File: config.mk
export PLATFORM = sky130hd
export DESIGN_NAME = meter_interrupt_mask_status
export DESIGN_NICKNAME = d
export VERILOG_FILES = /design/src/logic/meter_irq_pkg.sv /design/src/logic/meter_interrupt_mask_status.sv
export VERILOG_INCLUDE_DIRS = /design/src /design/src/logic
export SDC_FILE = /design/constraint.sdc
export NUM_CORES = 1
export LEC_CHECK = 0
export BUFFER_PORTS_ARGS = -buffer_cell sky130_fd_sc_hd__buf_4
export CAP_MARGIN = 20
export CORE_MARGIN = 2
export CORE_UTILIZATION = 40
export CTS_BUF_LIST = sky130_fd_sc_hd__clkbuf_4 sky130_fd_sc_hd__clkbuf_8 sky130_fd_sc_hd__clkbuf_16
export DETAILED_ROUTE_END_ITERATION = 7
export PLACE_DENSITY_LB_ADDON = 0.2
export SYNTH_ARGS = -nofsm -noshare
export SYNTH_HDL_FRONTEND = slang
export SYNTH_SLANG_ARGS = --single-unit
File: constraint.sdc
create_clock -name ref_clk -period 3.34 [get_ports ref_clk]
set_input_delay 0.501 -clock ref_clk [delete_from_list [all_inputs] [get_ports ref_clk]]
set_output_delay 0.501 -clock ref_clk [all_outputs]
set_load 0.03 [all_outputs]
File: src/logic/meter_irq_map.svh
// constants for the metering interrupt mask and status block
// assumes: included by the block, the host model and the bench, 7-bit register addresses
//
// Summary of operation
// - masked pending event pulls interrupt pin low
// - clearing status read releases interrupt pin
// - every event sets its flag regardless mask
// - flags other than bit 13 stay high until a clearing read or a reset event
// - clearing read returns flags then clears them
// - bit 0: active accumulator bit 14 change
// - bit 1: reactive accumulator bit 14 change
// - bit 2: apparent accumulator bit 15 rises
// - bits 3-5: voltage dip phases A,B,C
// - bits 6-8: crossing timeout phases A,B,C
// - bits 9-11: voltage zero cross A,B,C
// - bit 12: line-cycle accumulation finished
// - bit 14: selected voltage above peak threshold
// - bit 15: selected current above peak threshold
// - bit 16: new waveform sample ready
// - bit 17: active power sign flip, selected phases
// - bit 18: reactive power sign flip, selected phases
// - bit 19: A crossing followed by B
// - bit 13: reset event, one cycle high
// - phase select: one bit per phase A,B,C
`ifndef METER_IRQ_MAP_SVH
`define METER_IRQ_MAP_SVH

// ----------------------------------------
// register addresses
// ----------------------------------------
`define MIS_MASK_ADDR   7'h18
`define MIS_FLAGS_ADDR  7'h19
`define MIS_CLRRD_ADDR  7'h1A

// ----------------------------------------
// field positions
// ----------------------------------------
`define MIS_BIT_ACTHF   0
`define MIS_BIT_REACHF  1
`define MIS_BIT_APPHF   2
`define MIS_BIT_DIP     3
`define MIS_BIT_ZXTO    6
`define MIS_BIT_ZX      9
`define MIS_BIT_LCYC    12
`define MIS_BIT_RST     13
`define MIS_BIT_PKV     14
`define MIS_BIT_PKI     15
`define MIS_BIT_WAVE    16
`define MIS_BIT_REVA    17
`define MIS_BIT_REVR    18
`define MIS_BIT_SEQ     19

// ----------------------------------------
// reset values and masks
// ----------------------------------------
`define MIS_MASK_RST    20'h00000
`define MIS_FLAGS_RST   20'h02000
`define MIS_MASK_WRBITS 20'hFDFFF
`define MIS_STICKY      20'hFDFFF
`define MIS_SYNC_RST    3'h0

`endif

File: src/logic/meter_irq_pkg.sv
// types for the metering interrupt mask and status block
// assumes: the constants header sits beside it
`default_nettype none
package meter_irq_pkg;
  typedef logic [19:0] flags_t;    // one bit per source
  typedef logic [6:0]  reg_addr_t; // register address
  typedef logic [2:0]  phase_t;    // phases A,B,C in bits 0..2
  // phase order tracker
  typedef enum logic [1:0] {
    SEQ_IDLE    = 2'b01,
    SEQ_AFTER_A = 2'b10
  } seq_state_t;
endpackage : meter_irq_pkg
`default_nettype wire

File: src/logic/meter_interrupt_mask_status.sv
// interrupt mask and sticky status for the three-phase metering core
// assumes: detectors and serial port run on ref_clk; supply monitor
// arrives asynchronously from a pin
`timescale 1ns/100ps
`include "meter_irq_map.svh"
`default_nettype none

module meter_interrupt_mask_status
  import meter_irq_pkg::*;
(
  // clock and reset
  input  wire logic  ref_clk,
  input  wire logic  sys_rst,
  // register access from the serial port
  input  wire reg_addr_t regAddr,
  input  wire logic  regWrEn,
  input  wire logic  regRdEn,
  input  wire flags_t regWrData,
  output var flags_t regRdData_r,
  output var logic   regRdValid_r,
  // reset sources
  input  wire logic  supplyLowPin,
  input  wire logic  softResetReq,
  // accumulator watch bits, one per phase
  input  wire phase_t activeEnergyBit14,
  input  wire phase_t reactiveEnergyBit14,
  input  wire phase_t apparentEnergyBit15,
  // line events, one per phase
  input  wire phase_t voltageDip,
  input  wire phase_t crossingTimeout,
  input  wire phase_t zeroCross,
  // single events
  input  wire logic  lineCycleAccumDone,
  input  wire logic  voltagePeakExceeded,
  input  wire logic  currentPeakExceeded,
  input  wire logic  waveformSampleReady,
  // power signs and phase selection
  input  wire phase_t activePowerSign,
  input  wire phase_t reactivePowerSign,
  input  wire phase_t phaseTermSelect,
  // open-drain interrupt pin
  output var logic   irqOut_r,
  output var logic   irqOeN_r
);

  // ----------------------------------------
  // declarations
  // ----------------------------------------
  flags_t     mask_r;        // enable mask
  flags_t     flags_r;       // sticky flags
  flags_t     flags_nxt;     // next flags
  flags_t     mask_nxt;      // next mask value
  flags_t     events;        // this cycle's events
  flags_t     flagsStk;      // sticky part, for checks
  logic [2:0] supSync_r;     // pin synchroniser
  logic       supLvl_r;      // filtered supply-low level
  logic       supDrop;       // supply went low
  logic       rstEvt;        // any reset event
  logic       rdMask;        // mask read
  logic       rdFlags;       // plain status read
  logic       rdClr;         // clearing status read
  logic       wrMask;        // mask write
  phase_t     actPrev_r;     // previous watch bits
  phase_t     reaPrev_r;
  phase_t     appPrev_r;
  phase_t     actSgnPrev_r;  // previous power signs
  phase_t     reaSgnPrev_r;
  logic       histValid_r;   // history holds real data
  seq_state_t seq_r;         // phase order state
  seq_state_t seq_nxt;
  logic       phase_order_error;        // A then B detected

  // ----------------------------------------
  // access decode
  // ----------------------------------------
  assign rdMask  = regRdEn && (regAddr == `MIS_MASK_ADDR);
  assign rdFlags = regRdEn && (regAddr == `MIS_FLAGS_ADDR);
  assign rdClr   = regRdEn && (regAddr == `MIS_CLRRD_ADDR);
  assign wrMask  = regWrEn && (regAddr == `MIS_MASK_ADDR);

  // ----------------------------------------
  // supply monitor synchroniser
  // ----------------------------------------
  // three stages; level only moves once stages 2 and 3 agree
  always_ff @(posedge ref_clk or posedge sys_rst) begin
    if (sys_rst) begin
      supSync_r <= `MIS_SYNC_RST;
    end else begin
      supSync_r <= {supSync_r[1:0], supplyLowPin};
    end
  end

  // filtered level, glitch of one sample ignored
  always_ff @(posedge ref_clk or posedge sys_rst) begin
    if (sys_rst) begin
      supLvl_r <= 1'b0;
    end else if (supSync_r[1] == supSync_r[2]) begin
      supLvl_r <= supSync_r[2];
    end
  end

  assign supDrop = (supSync_r[1] == supSync_r[2]) && supSync_r[2]
                   && !supLvl_r;
  // supply drop and software reset act alike
  assign rstEvt  = supDrop || softResetReq;

  // ----------------------------------------
  // history of watched bits
  // ----------------------------------------
  // the first sample after reset only primes history, so a
  // nonzero accumulator at start does not look like a change
  always_ff @(posedge ref_clk or posedge sys_rst) begin
    if (sys_rst) begin
      actPrev_r    <= 3'h0;
      reaPrev_r    <= 3'h0;
      appPrev_r    <= 3'h0;
      actSgnPrev_r <= 3'h0;
      reaSgnPrev_r <= 3'h0;
      histValid_r  <= 1'b0;
    end else begin
      actPrev_r    <= activeEnergyBit14;
      reaPrev_r    <= reactiveEnergyBit14;
      appPrev_r    <= apparentEnergyBit15;
      actSgnPrev_r <= activePowerSign;
      reaSgnPrev_r <= reactivePowerSign;
      histValid_r  <= 1'b1;
    end
  end

  // ----------------------------------------
  // phase order tracker
  // ----------------------------------------
  always_comb begin
    seq_nxt = seq_r;
    phase_order_error  = 1'b0;
    unique case (seq_r)
      SEQ_IDLE: begin
        // wait for a phase A crossing
        if (zeroCross[0]) seq_nxt = SEQ_AFTER_A;
      end
      SEQ_AFTER_A: begin
        // next crossing decides: C (alone or with B) is fine, B alone is wrong
        if (zeroCross[1] && !zeroCross[2]) begin
          phase_order_error  = 1'b1;
          seq_nxt = SEQ_IDLE;
        end else if (zeroCross[2]) begin
          seq_nxt = SEQ_IDLE;
        end
      end
      default: seq_nxt = SEQ_IDLE; // illegal code recovers
    endcase
  end

  always_ff @(posedge ref_clk or posedge sys_rst) begin
    if (sys_rst) begin
      seq_r <= SEQ_IDLE;
    end else begin
      seq_r <= seq_nxt;
    end
  end

  // ----------------------------------------
  // event vector
  // ----------------------------------------
  always_comb begin
    events = '0;
    events[`MIS_BIT_ACTHF] = histValid_r
      && |(activeEnergyBit14 ^ actPrev_r);
    events[`MIS_BIT_REACHF] = histValid_r
      && |(reactiveEnergyBit14 ^ reaPrev_r);
    events[`MIS_BIT_APPHF] = histValid_r
      && |(apparentEnergyBit15 & ~appPrev_r);
    events[`MIS_BIT_DIP+:3]  = voltageDip;
    events[`MIS_BIT_ZXTO+:3] = crossingTimeout;
    events[`MIS_BIT_ZX+:3]   = zeroCross;
    events[`MIS_BIT_LCYC]    = lineCycleAccumDone;
    events[`MIS_BIT_PKV]     = voltagePeakExceeded;
    events[`MIS_BIT_PKI]     = currentPeakExceeded;
    events[`MIS_BIT_WAVE]    = waveformSampleReady;
    // only phases chosen by the select field count
    events[`MIS_BIT_REVA] = histValid_r
      && |((activePowerSign ^ actSgnPrev_r)
           & phaseTermSelect);
    events[`MIS_BIT_REVR] = histValid_r
      && |((reactivePowerSign ^ reaSgnPrev_r)
           & phaseTermSelect);
    events[`MIS_BIT_SEQ] = phase_order_error;
  end

  // ----------------------------------------
  // sticky flags
  // ----------------------------------------
  // set wins over a clear in the same cycle, so no event is lost
  always_comb begin
    flags_nxt = flags_r;
    if (rdClr || rstEvt) begin
      flags_nxt = '0;
    end
    flags_nxt = flags_nxt | events;
    // reset flag is a single-cycle marker, never sticky
    flags_nxt[`MIS_BIT_RST] = rstEvt;
  end

  always_ff @(posedge ref_clk or posedge sys_rst) begin
    if (sys_rst) begin
      flags_r <= `MIS_FLAGS_RST;
    end else begin
      flags_r <= flags_nxt;
    end
  end

  assign flagsStk = flags_r & `MIS_STICKY;

  // ----------------------------------------
  // mask register
  // ----------------------------------------
  // reserved bit 13 cannot be set, so the reset marker never
  // reaches the pin
  always_ff @(posedge ref_clk or posedge sys_rst) begin
    if (sys_rst) begin
      mask_r <= `MIS_MASK_RST;
    end else if (rstEvt) begin
      mask_r <= `MIS_MASK_RST;
    end else if (wrMask) begin
      mask_r <= regWrData & `MIS_MASK_WRBITS;
    end
  end

  // ----------------------------------------
  // read data
  // ----------------------------------------
  // clearing read returns flags as they stood before the clear
  always_ff @(posedge ref_clk or posedge sys_rst) begin
    if (sys_rst) begin
      regRdData_r  <= '0;
      regRdValid_r <= 1'b0;
    end else begin
      regRdValid_r <= regRdEn;
      if (rdMask) begin
        regRdData_r <= mask_r;
      end else if (rdFlags || rdClr) begin
        regRdData_r <= flags_r;
      end else begin
        regRdData_r <= '0; // unmapped reads give zero
      end
    end
  end

  // ----------------------------------------
  // interrupt pin
  // ----------------------------------------
  // enable taken from next values so pin and flags move together
  always_ff @(posedge ref_clk or posedge sys_rst) begin
    if (sys_rst) begin
      irqOeN_r <= 1'b1;
    end else begin
      irqOeN_r <= ~|(flags_nxt & mask_nxt);
    end
  end

  // pin data is always low; only the enable moves
  always_ff @(posedge ref_clk or posedge sys_rst) begin
    if (sys_rst) begin
      irqOut_r <= 1'b0;
    end else begin
      irqOut_r <= 1'b0;
    end
  end

  // next mask value, mirrors the mask process; a plain signal
  // rather than a function, so every read is a visible net
  always_comb begin
    mask_nxt = mask_r;
    if (rstEvt) begin
      mask_nxt = `MIS_MASK_RST;
    end else if (wrMask) begin
      mask_nxt = regWrData & `MIS_MASK_WRBITS;
    end
  end

  // ----------------------------------------
  // checks
  // ----------------------------------------
  property p_irq_low;
    @(posedge ref_clk) disable iff (sys_rst)
      (|(flags_r & mask_r)) |-> !irqOeN_r;
  endproperty
  a_irq_low: assert property (p_irq_low)
    else $error("masked flag set but pin released");

  property p_release;
    @(posedge ref_clk) disable iff (sys_rst)
      (rdClr && !(|events) && !rstEvt && !wrMask) |=> irqOeN_r;
  endproperty
  a_release: assert property (p_release)
    else $error("pin not released after clearing read");

  property p_set;
    @(posedge ref_clk) disable iff (sys_rst)
      (|events) |=> ((flags_r & $past(events)) == $past(events));
  endproperty
  a_set: assert property (p_set)
    else $error("event did not set its flag");

  property p_sticky;
    @(posedge ref_clk) disable iff (sys_rst)
      (!rdClr && !rstEvt) ##1 (!rdClr && !rstEvt) |=>
        ((flagsStk & $past(flagsStk, 2)) == $past(flagsStk, 2));
  endproperty
  a_sticky: assert property (p_sticky)
    else $error("flag dropped without a clear");

  property p_clear;
    @(posedge ref_clk) disable iff (sys_rst)
      (rdClr && !(|events)) |=>
        (flagsStk == '0) && (regRdData_r == $past(flags_r));
  endproperty
  a_clear: assert property (p_clear)
    else $error("clearing read wrong data or no clear");

  property p_plain;
    @(posedge ref_clk) disable iff (sys_rst)
      (rdFlags && !rstEvt) |=> (flagsStk == $past(flagsStk))
        or (|$past(events));
  endproperty
  a_plain: assert property (p_plain)
    else $error("plain status read disturbed flags");

  property p_rst_pulse;
    @(posedge ref_clk) disable iff (sys_rst)
      rstEvt |=> flags_r[`MIS_BIT_RST] ##1
        (!flags_r[`MIS_BIT_RST] || $past(rstEvt));
  endproperty
  a_rst_pulse: assert property (p_rst_pulse)
    else $error("reset flag not a single-cycle pulse");

  property p_seq;
    @(posedge ref_clk) disable iff (sys_rst)
      (seq_r == SEQ_AFTER_A && zeroCross == 3'h2) |=>
        flags_r[`MIS_BIT_SEQ];
  endproperty
  a_seq: assert property (p_seq)
    else $error("A then B crossing not flagged");

  property p_rev;
    @(posedge ref_clk) disable iff (sys_rst)
      (histValid_r &&
       |((activePowerSign ^ actSgnPrev_r) & phaseTermSelect))
        |=> flags_r[`MIS_BIT_REVA];
  endproperty
  a_rev: assert property (p_rev)
    else $error("selected sign flip not flagged");

endmodule : meter_interrupt_mask_status
`default_nettype wire

=== Yosys cells after proc, flatten, opt, wreduce, memory -nomap -nowiden ===
Cells that the tools add are included.

* Equality and inequality tests: 8
* Multiplexer cells: 11
* Bitwise operators: 10
* Reductions and logical operators: 25

{| class="wikitable"
|+ Operators with widths
! cell !! count
|-
| 20-bit two-way mux || 5
|-
| 7-bit by 5-bit == test with 1-bit output, second input constant || 3
|-
| 20-bit bitwise AND || 1
|-
| 20-bit OR || 1
|-
| 20-bit OR reduction || 1
|-
| 3-bit OR reduction || 5
|-
| 1-bit logical AND || 12
|-
| 3-bit bitwise XOR || 4
|-
| 3-bit bitwise AND || 3
|-
| 2-bit two-way mux || 3
|-
| 2-bit one-hot mux with 2 select lines || 1
|-
| 1-bit zero test || 3
|-
| 1-bit logical OR || 3
|-
| 3-bit != test, second input constant || 1
|-
| 3-bit inverter || 1
|-
| 2-bit by 1-bit == test with 1-bit output, second input constant || 1
|-
| 2-bit == test, second input constant || 1
|-
| 1-bit two-way mux || 2
|-
| 2-bit != test, second input constant || 1
|-
| 2-bit AND reduction || 1
|-
| 1-bit == test || 1
|}

* Register bits: 84
* Output and inout port bits: 23
* Word-level logic and storage cells: 68

=== Depth between registers and ports, before layout ===
Gate-level depths: netlist (run 1).

* Depth after elaboration: 10
* Mapped depth: 8
* Gate-level depth less buffers: 7

=== Worst setup path before layout (run 1) ===
Ideal clock, no wire load.

* Kind: input port to flip-flop
* Start point: input port regAddr[0]
* End point: register irqOeN_r
* Setup time: 0.075 ns
* Arrival: 2.194 ns
* Slack: 1.071 ns
* Cell stages on the path: 6
* Path buffers: 0
* Cell sequence: or4b_1 > nor2_1 > mux2_2 > a32oi_1 > nand4_1 > nor3_2

* Word-level cells in the longest chain between the ends: 8
* Elaborated cells between the ends (all ways): 12

{| class="wikitable"
|+ RTL lines
! item !! RTL line !! text
|-
| start, declared || meter_interrupt_mask_status.sv:15 || <nowiki>input wire reg_addr_t regAddr,</nowiki>
|-
| 7-bit by 5-bit == test with 1-bit output (no source line) || n/a ||
|-
| 1-bit logical AND || meter_interrupt_mask_status.sv:78 || <nowiki>assign rdClr = regRdEn && (regAddr == `MIS_CLRRD_ADDR);</nowiki>
|-
| 1-bit logical OR || meter_interrupt_mask_status.sv:196 || <nowiki>if (rdClr || rstEvt) begin</nowiki>
|-
| 20-bit two-way mux || meter_interrupt_mask_status.sv:196 ||
|-
| 20-bit OR || meter_interrupt_mask_status.sv:199 || <nowiki>flags_nxt = flags_nxt | events;</nowiki>
|-
| 20-bit bitwise AND * || meter_interrupt_mask_status.sv:257 || <nowiki>irqOeN_r <= ~|(flags_nxt & mask_nxt);</nowiki>
|-
| 20-bit OR reduction * || meter_interrupt_mask_status.sv:257 ||
|-
| 1-bit zero test * || meter_interrupt_mask_status.sv:257 ||
|-
| end signal, assigned || meter_interrupt_mask_status.sv:257 ||
|-
| end, declared || meter_interrupt_mask_status.sv:43 || <nowiki>output var logic irqOeN_r</nowiki>
|}

Every way passes the cells marked *; elsewhere a longest branch is shown, timed or not.
A chain may end at the register's enable or synchronous reset.

=== Worst setup path in the final report (run 1) ===
* Start point: register supSync_r[1]
* End point: register irqOeN_r

* Word-level cells in the longest chain between the ends: 10
* Elaborated cells between the ends (all ways): 11

{| class="wikitable"
|+ RTL lines
! item !! RTL line !! text
|-
| start, declared || meter_interrupt_mask_status.sv:55 || <nowiki>logic [2:0] supSync_r;</nowiki>
|-
| start signal, assigned || meter_interrupt_mask_status.sv:87 || <nowiki>supSync_r <= `MIS_SYNC_RST;</nowiki>
|-
| start signal, assigned || meter_interrupt_mask_status.sv:89 || <nowiki>supSync_r <= {supSync_r[1:0], supplyLowPin};</nowiki>
|-
| 1-bit == test || meter_interrupt_mask_status.sv:102 || <nowiki>assign supDrop = (supSync_r[1] == supSync_r[2]) && supSync_r[2]</nowiki>
|-
| 1-bit logical AND || meter_interrupt_mask_status.sv:102 ||
|-
| 1-bit logical AND || meter_interrupt_mask_status.sv:103 || <nowiki>&& !supLvl_r;</nowiki>
|-
| 1-bit logical OR || meter_interrupt_mask_status.sv:105 || <nowiki>assign rstEvt = supDrop || softResetReq;</nowiki>
|-
| 1-bit logical OR || meter_interrupt_mask_status.sv:196 ||
|-
| 20-bit two-way mux || meter_interrupt_mask_status.sv:196 ||
|-
| 20-bit OR || meter_interrupt_mask_status.sv:199 ||
|-
| via flags_nxt[17] || meter_interrupt_mask_status.sv:51 || <nowiki>flags_t flags_nxt;</nowiki>
|-
| 20-bit bitwise AND || meter_interrupt_mask_status.sv:257 ||
|-
| 20-bit OR reduction || meter_interrupt_mask_status.sv:257 ||
|-
| 1-bit zero test || meter_interrupt_mask_status.sv:257 ||
|}

The timed path passes the listed nets, and every way through them passes these cells.

==> impl_summary.txt, run 1 <==
----------------------------------------------------
[Cells and area]
  Nets ... 409
  Core Util, Final ... 52.8%
  Area occupied by registers ... 2110 um^2
  Area used by multi-input combinational logic ... 1100 um^2
  Total inserted antenna cells ... 0
  Growth of design area from synthesis to finish ... 29.3%
  Number of filler instances in the final layout ... 755
  Layout cells sized above 1 ... 39.0%

[Power]
  Fraction of power consumed by combinational cells ... 9.7%
  IR drop worst, VDD ... 0.212 mV
  Power share of the clock group ... 34.6%
  Net switching component of the power ... 0.000490 W
  Ratio of total power to cell area ... 453 nW/um^2
  Power share of the sequential group ... 55.7%
  LEAKAGE ... 1.97 nW
  Cell Int Power ... 0.00145 W
  Switching portion of total power ... 25.3%

[Floorplanning]
  Floorplan die width ... 94.9 um
  Std cell rows ... 33
  Floorplan Core Area ... 8090 um^2
  Vert. Die Dim ... 94.9 um
  Area enclosed by the die boundary ... 9010 um^2
  I/O pin count ... 87
  Initial Utilization ... 40.8%

[Timing]
  Final setup violation count ... 0
  Unrepaired setup endpoints after global routing ... false
  Fmax ... 401 MHz
  Final count of pins violating max slew ... 0
  Largest clock skew in the final design ... 0.0132 ns
  Actual transition at the worst max-transition pin ... 0.757 ns
  Hold Violations, Final ... 0
  Final critical path time including I/O delays and setup ... 2.50 ns
  Final worst-path cycle share ... 74.7%
  Setup total negative slack ... 0 ns
  Slew margin rel. ... 49.5%

[Setup path]
  Arrival time of the worst setup path ... 2.78 ns
  Kind of end point of the critical path ... flop
  Critical setup path kind ... reg2reg
  Slowest Stage Delay on Critical Path ... 0.56 ns
  Worst-path fanout max ... 28
  Critical path's slowest cell ... sky130_fd_sc_hd__clkinv_1
  Required @ worst endpoint ... 3.63 ns
  Ordered list of cells on the worst path ... ha_1 -> a21oi_2 -> buf_4 -> clkinv_1 -> o32ai_1 -> a22oi_1 -> nand4_1 -> nor3_2
  CP Launch Type ... flop

[Logic synthesis]
  Share of the synthesized area in compound gates (AO/OA/AOI/OAI) ... 17.7%
  Synth Area in XOR/XNOR ... 3.44%
  Multiplexer area fraction after synthesis ... 2.69%
  Adder and majority gate portion of the synthesized area ... 0.379%
  Most used flip-flop cell after synthesis ... sky130_fd_sc_hd__dfrtp_1
  Portion of the post-synthesis area used by sequential elements ... 63.7%
  Number of library cell types mapped by synthesis ... 47
  Post-synthesis sequential element count ... 84
  Gate count after technology mapping ... 255
  Syn Nets ... 320
  Number of warnings printed during yosys synthesis ... 0
  Combined area of all synthesized cells ... 3310 um^2
  Post-Synth Simple-Gate Area ... 8.67%
  Main combinational cell family by area after synthesis ... compound AO/OA/AOI/OAI gates
  Mapped Avg Cell Area ... 13.0 um^2
  EDFF count, synth ... 0
  Post-synth ARST share ... 100%

[Place]
  Port-buffer cells ... 84
  RD Place Congestion ... 0.845
  Detailed-placement wirelength estimate ... 5360 um

[Clocking]
  Number of buffers on the longest clock path ... 2
  Clock tree root buffer cell ... sky130_fd_sc_hd__clkbuf_8
  Register clock-pin slew on the reported worst setup and hold paths ... 0.09 ns
  CTS tree ... done
  Total of hold buffers inserted after clock tree synthesis ... 0
  Total CTS buffers ... 9
  Post-cts repair resize count ... 0
  H-tree levels ... 3
  Postcts setup bufs ... 0
  Clock sinks ... 84
  Later-pin clock latency in the skew report ... 0.36 ns

[Min path]
  Hold Crit Class ... in2async

[Detailed routing]
  Per-cell via count in the routed design ... 5.22
  Detail Route Antenna Nets ... 0
  DR DRC count ... 0
  First-pass iteration count of the detailed router ... 4
  Total number of vias ... 2371
  WL per Instance ... 16.9 um
  Starting DRT DRC Count ... 153
  Wire length after detailed routing ... 7670 um

[GRT]
  Met3 Track Usage GR ... 4.95%
  Most crowded layer after global routing ... met2
  GRT met2 Usage ... 28.1%
  GRT Residual Overflow ... 0
  Met1 Track Usage GR ... 24.2%
  Global-route wire length before repair ... 12000 um
  Antenna violations before repair ... 0
  Largest net degree at the start of global routing ... 44
  Aggregate global-route resource usage ... 18.3%
  Via count of the first global-routing pass ... 2336

[Flow run]
  Max-Cap Viols ... 0

[Run status]
  Status ... complete, no violations

----------------------------------------------------
kinds of logic after synthesis:
kind of cell               Yosys count
and+or+nand+nor                     47
xor gates and xnor gates            13
buffers and inverters               25
other                                2
muxes                                8
DFF                                 84
adders and majority gates            1
AOI/OAI and AO/OA                   75
layout by cell type, fill, tap and decap left out, drive strengths merged, types with 2 or more instances in the layout:
cell	instances
buf	92
dfrtp	81
a22o	20
nand3	13
a21oi	13
o21ai	10
clkbuf	10
inv	10
a31o	10
xnor2	7
nand2	7
mux2	7
and2	6
xor2	6
a32oi	6
nor2	5
clkinvlp	4
nor3	4
nand2b	3
a32o	3
dfstp	3
clkinv	3
a222oi	2
o32ai	2
a21o	2
nand4	2
conb	2
nand4bb	2
a22oi	2
stage by stage:
stage | hold slack, ns | setup WS (ns) | power [W] | cell area [um^2] | cells
2_1_floorplan | 0.331 | 0.679 | 0.00119 | 3310 | 255
6_report | 0.257 | 0.844 | 0.00194 | 4270 | 454
4_1_cts | 0.234 | 0.836 | 0.00196 | 4270 | 454
3_5_place_dp | 0.342 | 0.733 | 0.00129 | 4090 | 438
5_1_grt | 0.229 | 0.625 | 0.00204 | 4270 | 454
3_3_place_gp | 0.333 | 0.709 | 0.00129 | 4090 | 438
final cells by class:
type / count / area share, %
inverters: 11 / 0.996
multi-input cells: 146 / 25.9
flip-flops and latches: 84 / 49.3
clock buffers: 10 / 3.22
repair buffers: 92 / 16.5
well taps: 105 / 3.07
clock inverters: 6 / 1.11
flip-flops by register name (all words and copies together) (netlist names):
signal	count
reaPrev_r	3
actSgnPrev_r	3
reaSgnPrev_r	3
regRdData_r	20
irqOeN_r	1
supLvl_r	1
histValid_r	1
seq_r	2
actPrev_r	3
mask_r	20
supSync_r	3
regRdValid_r	1
appPrev_r	3
flags_r	20
synth_stat cells (all sizes together) (4+ instances only):
cell type	count	area [um^2]
a22o	20	175
nand2	7	26.3
nor3	4	25.0
xnor2	7	61.3
a31o	10	96.4
dfrtp	81	2030
a21oi	13	68.8
a32oi	6	52.6
inv	10	37.5
nor2	5	18.8
clkbuf	11	41.3
and2	6	37.5
o21ai	10	50.1
mux2	7	78.8
xor2	6	52.6
nand3	13	65.1
power by group through the flow:
stage / clock network [W] / registers (W) / logic (W)
after global routing: 0.000746 / 0.00108 / 0.000208
after detailed placement: 0 / 0.00110 / 0.000190
after global placement: 0 / 0.00110 / 0.000188
after CTS: 0.000691 / 0.00108 / 0.000191
after floorplan: 0 / 0.00110 / 0.0000896
final: 0.000670 / 0.00108 / 0.000188
path summary, 6_finish.rpt:
kind                       depth (start not counted)              to  slack [ns]          from
min in group ref_clk                               1    supSync_r[0]        0.26  supplyLowPin
max reg2reg                                        8        irqOeN_r        0.84  supSync_r[1]
max in group asynchronous                          3        seq_r[0]        2.36       sys_rst
max                                                8        irqOeN_r        0.84  supSync_r[1]
min reg2reg                                        0    supSync_r[1]        0.35  supSync_r[0]
min                                                2  regRdData_r[2]        0.26       sys_rst
worst max-delay path: cells and delay by family (launching register included):
kind / cells / cell delay [ns]
adder cells (fa/ha/maj): 1 / 0.21
AO/OA/AOI/OAI: 3 / 0.80
flip-flops: 1 / 0.39
buffers and inverters: 2 / 0.86
AND/OR/NAND/NOR: 2 / 0.17
metal layers:
layer / part of all wire (%) / vias up
met4: 2.0 / 0
met3: 7.8 / 13
met5: 0 / -
met1: 42 / 1155
li1: - / 1109
met2: 48 / 94
Power figures use the tool's default switching activity.
==> run 2, diff against run 1 <==
==> constraint.sdc (replaced) <==
create_clock -name ref_clk -period 2.1 [get_ports ref_clk]
set_input_delay 0.315 -clock ref_clk [delete_from_list [all_inputs] [get_ports ref_clk]]
set_output_delay 0.315 -clock ref_clk [all_outputs]
set_load 0.03 [all_outputs]
==> impl_summary.txt, run 2 (synthesized netlist as in run 1, its figures left out) <==
----------------------------------------------------
[Cells and area]
  Commonest cells after routing, fill and taps aside ... sky130_fd_sc_hd__buf_4 (106), sky130_fd_sc_hd__dfrtp_1 (81), sky130_fd_sc_hd__a22o_1 (20), sky130_fd_sc_hd__nand3_1 (13), sky130_fd_sc_hd__a21oi_1 (12)
  Layout cells sized above 1 ... 41.8%
  Growth of design area from synthesis to finish ... 34.0%
  Nets ... 424
  Total inserted antenna cells ... 0
  Final std cells w/o fill ... 469
  Leading registers by flop count ... flags_r x20, mask_r x20, regRdData_r x20
  Area used by multi-input combinational logic ... 1100 um^2
  Area occupied by registers ... 2110 um^2
  Number of filler instances in the final layout ... 720
  Most common cell after layout, fill and taps aside ... sky130_fd_sc_hd__buf_4

[Min path]
  Hold Crit Class ... in2async

[Floorplanning]
  Floorplan die width ... 94.9 um
  Initial Utilization ... 40.8%
  Std cell rows ... 33
  I/O pin count ... 87
  Floorplan Core Area ... 8090 um^2
  Area enclosed by the die boundary ... 9010 um^2
  Vert. Die Dim ... 94.9 um

[Power]
  IR drop worst, VDD ... 0.378 mV
  Ratio of total power to cell area ... 742 nW/um^2
  LEAKAGE ... 2.06 nW

[Clocking]
  Postcts setup bufs ... 0
  H-tree levels ... 3
  Number of buffers on the longest clock path ... 2
  Clock tree root buffer cell ... sky130_fd_sc_hd__clkbuf_8
  Clock sinks ... 84
  CTS tree ... done
  Register clock-pin slew on the reported worst setup and hold paths ... 0.09 ns
  Later-pin clock latency in the skew report ... 0.35 ns
  Total CTS buffers ... 9
  Total of hold buffers inserted after clock tree synthesis ... 0
  Post-cts repair resize count ... 0

[Detailed routing]
  Detail Route Antenna Nets ... 0
  Total number of vias ... 2442
  Wire length after detailed routing ... 7670 um
  Per-cell via count in the routed design ... 5.21
  First-pass iteration count of the detailed router ... 4
  WL per Instance ... 16.4 um
  Starting DRT DRC Count ... 174
  DR DRC count ... 0

[Setup path]
  Critical setup path kind ... reg2reg
  CP Launch Type ... flop
  Kind of end point of the critical path ... flop
  Required @ worst endpoint ... 2.39 ns
  Critical path's slowest cell ... sky130_fd_sc_hd__dfrtp_1
  FF-to-FF Start ... supSync_r[1]
  Register-to-register path setup slack ... 0.18 ns
  Ordered list of cells on the worst path ... ha_1 -> a21oi_2 -> clkinvlp_4 -> buf_4 -> nor3_1 -> a221o_1 -> nor3_2
  Arrival time of the worst setup path ... 2.21 ns
  Slowest Stage Delay on Critical Path ... 0.39 ns
  Destination of the worst register-to-register timing path ... irqOeN_r
  Worst-path fanout max ... 12
  Cell depth of the worst flop-to-flop path ... 7

[GRT]
  Via count of the first global-routing pass ... 2362
  Antenna violations before repair ... 0
  Aggregate global-route resource usage ... 18.0%
  Global-route wire length before repair ... 11800 um
  Largest net degree at the start of global routing ... 85
  GRT Residual Overflow ... 0

[Flow run]
  Max-Cap Viols ... 0

[Timing]
  Setup total negative slack ... 0 ns
  Setup WS post-layout ... 0.178 ns
  Final critical path time including I/O delays and setup ... 1.92 ns
  Fmax ... 520 MHz
  Largest clock skew in the final design ... 0.00980 ns
  Hold Violations, Final ... 0
  Final count of pins violating max slew ... 0
  Final worst-path cycle share ... 91.5%
  Unrepaired setup endpoints after global routing ... false
  Final setup violation count ... 0

[Place]
  Post-Place Setup Slack ... -0.107 ns
  Post-Place Cells ... 453
  Detailed-placement wirelength estimate ... 5400 um
  RD Place Congestion ... 0.824
  Port-buffer cells ... 84

[Run status]
  Status ... complete, no violations

----------------------------------------------------
==> run 2: changes by cell type in the layout (fill, tap and decap cells not counted), sizes merged <==
cell / before / now
clkbuf: 10 / 9
bufinv: 0 / 2
inv: 10 / 11
buf: 92 / 107
clkinv: 3 / 1
==> run 2: worst max-delay path, delay by kind of cell (launching register included) <==
kind	cells	cell delay, ns
buffers and inverters	2	0.52
adders and majority gates	1	0.21
DFF	1	0.39
AOI/OAI and AO/OA	2	0.42
and+or+nand+nor	2	0.34
==> run 2: area by class of cell <==
class | count | area share (%)
clock buffers | 9 | 2.80
well taps | 105 | 2.97
repair buffers | 107 | 18.4
multi-input cells | 146 | 25.0
clock inverters | 7 | 2.20
flip-flops and latches | 84 | 47.6
inverters | 11 | 1.10
==> run 2: how the worst max path moves through the flow <==
stage | startpoint | slack (ns) | cells after the start | to
after floorplan | regAddr[0] | 0.02 | 6 | irqOeN_r
after global placement | regAddr[0] | -0.1 | 8 | irqOeN_r
after detailed placement | regAddr[0] | -0.11 | 8 | irqOeN_r
after CTS | supSync_r[1] | 0.11 | 7 | irqOeN_r
after global routing | supSync_r[1] | 0.07 | 7 | irqOeN_r
final | supSync_r[1] | 0.18 | 7 | irqOeN_r
==> run 2: report_power, final <==
part | internal [W] | switching [W] | leakage, nW
clock network | 0.000675 | 0.000584 | 0.106
logic | 0.000159 | 0.000153 | 0.894
registers | 0.00168 | 0.0000314 | 1.06
==> run 2: stage by stage <==
step	total power, W	util (%)	hold slack [ns]	instance area, um^2
detailed placement	0.00206	51.9	0.342	4200
global route	0.00345	54.7	0.0494	4430
finish	0.00329	54.7	0.0689	4430
floorplan	0.00189	-	0.331	3310
CTS	0.00334	54.7	0.0502	4420
global placement	0.00206	51.9	0.334	4200
==> run 2: per-layer routing <==
layer  wire length [um]  up-vias  global-route usage [%]  part of all wire (%)
li1                   -     1142                       -                     -
met1               3280     1190                    23.5                    43
met2               3660       98                    28.7                    48
met3                584       12                    3.83                   7.6
met4                141        0                    8.57                   1.8
met5                  0        -                       0                     0
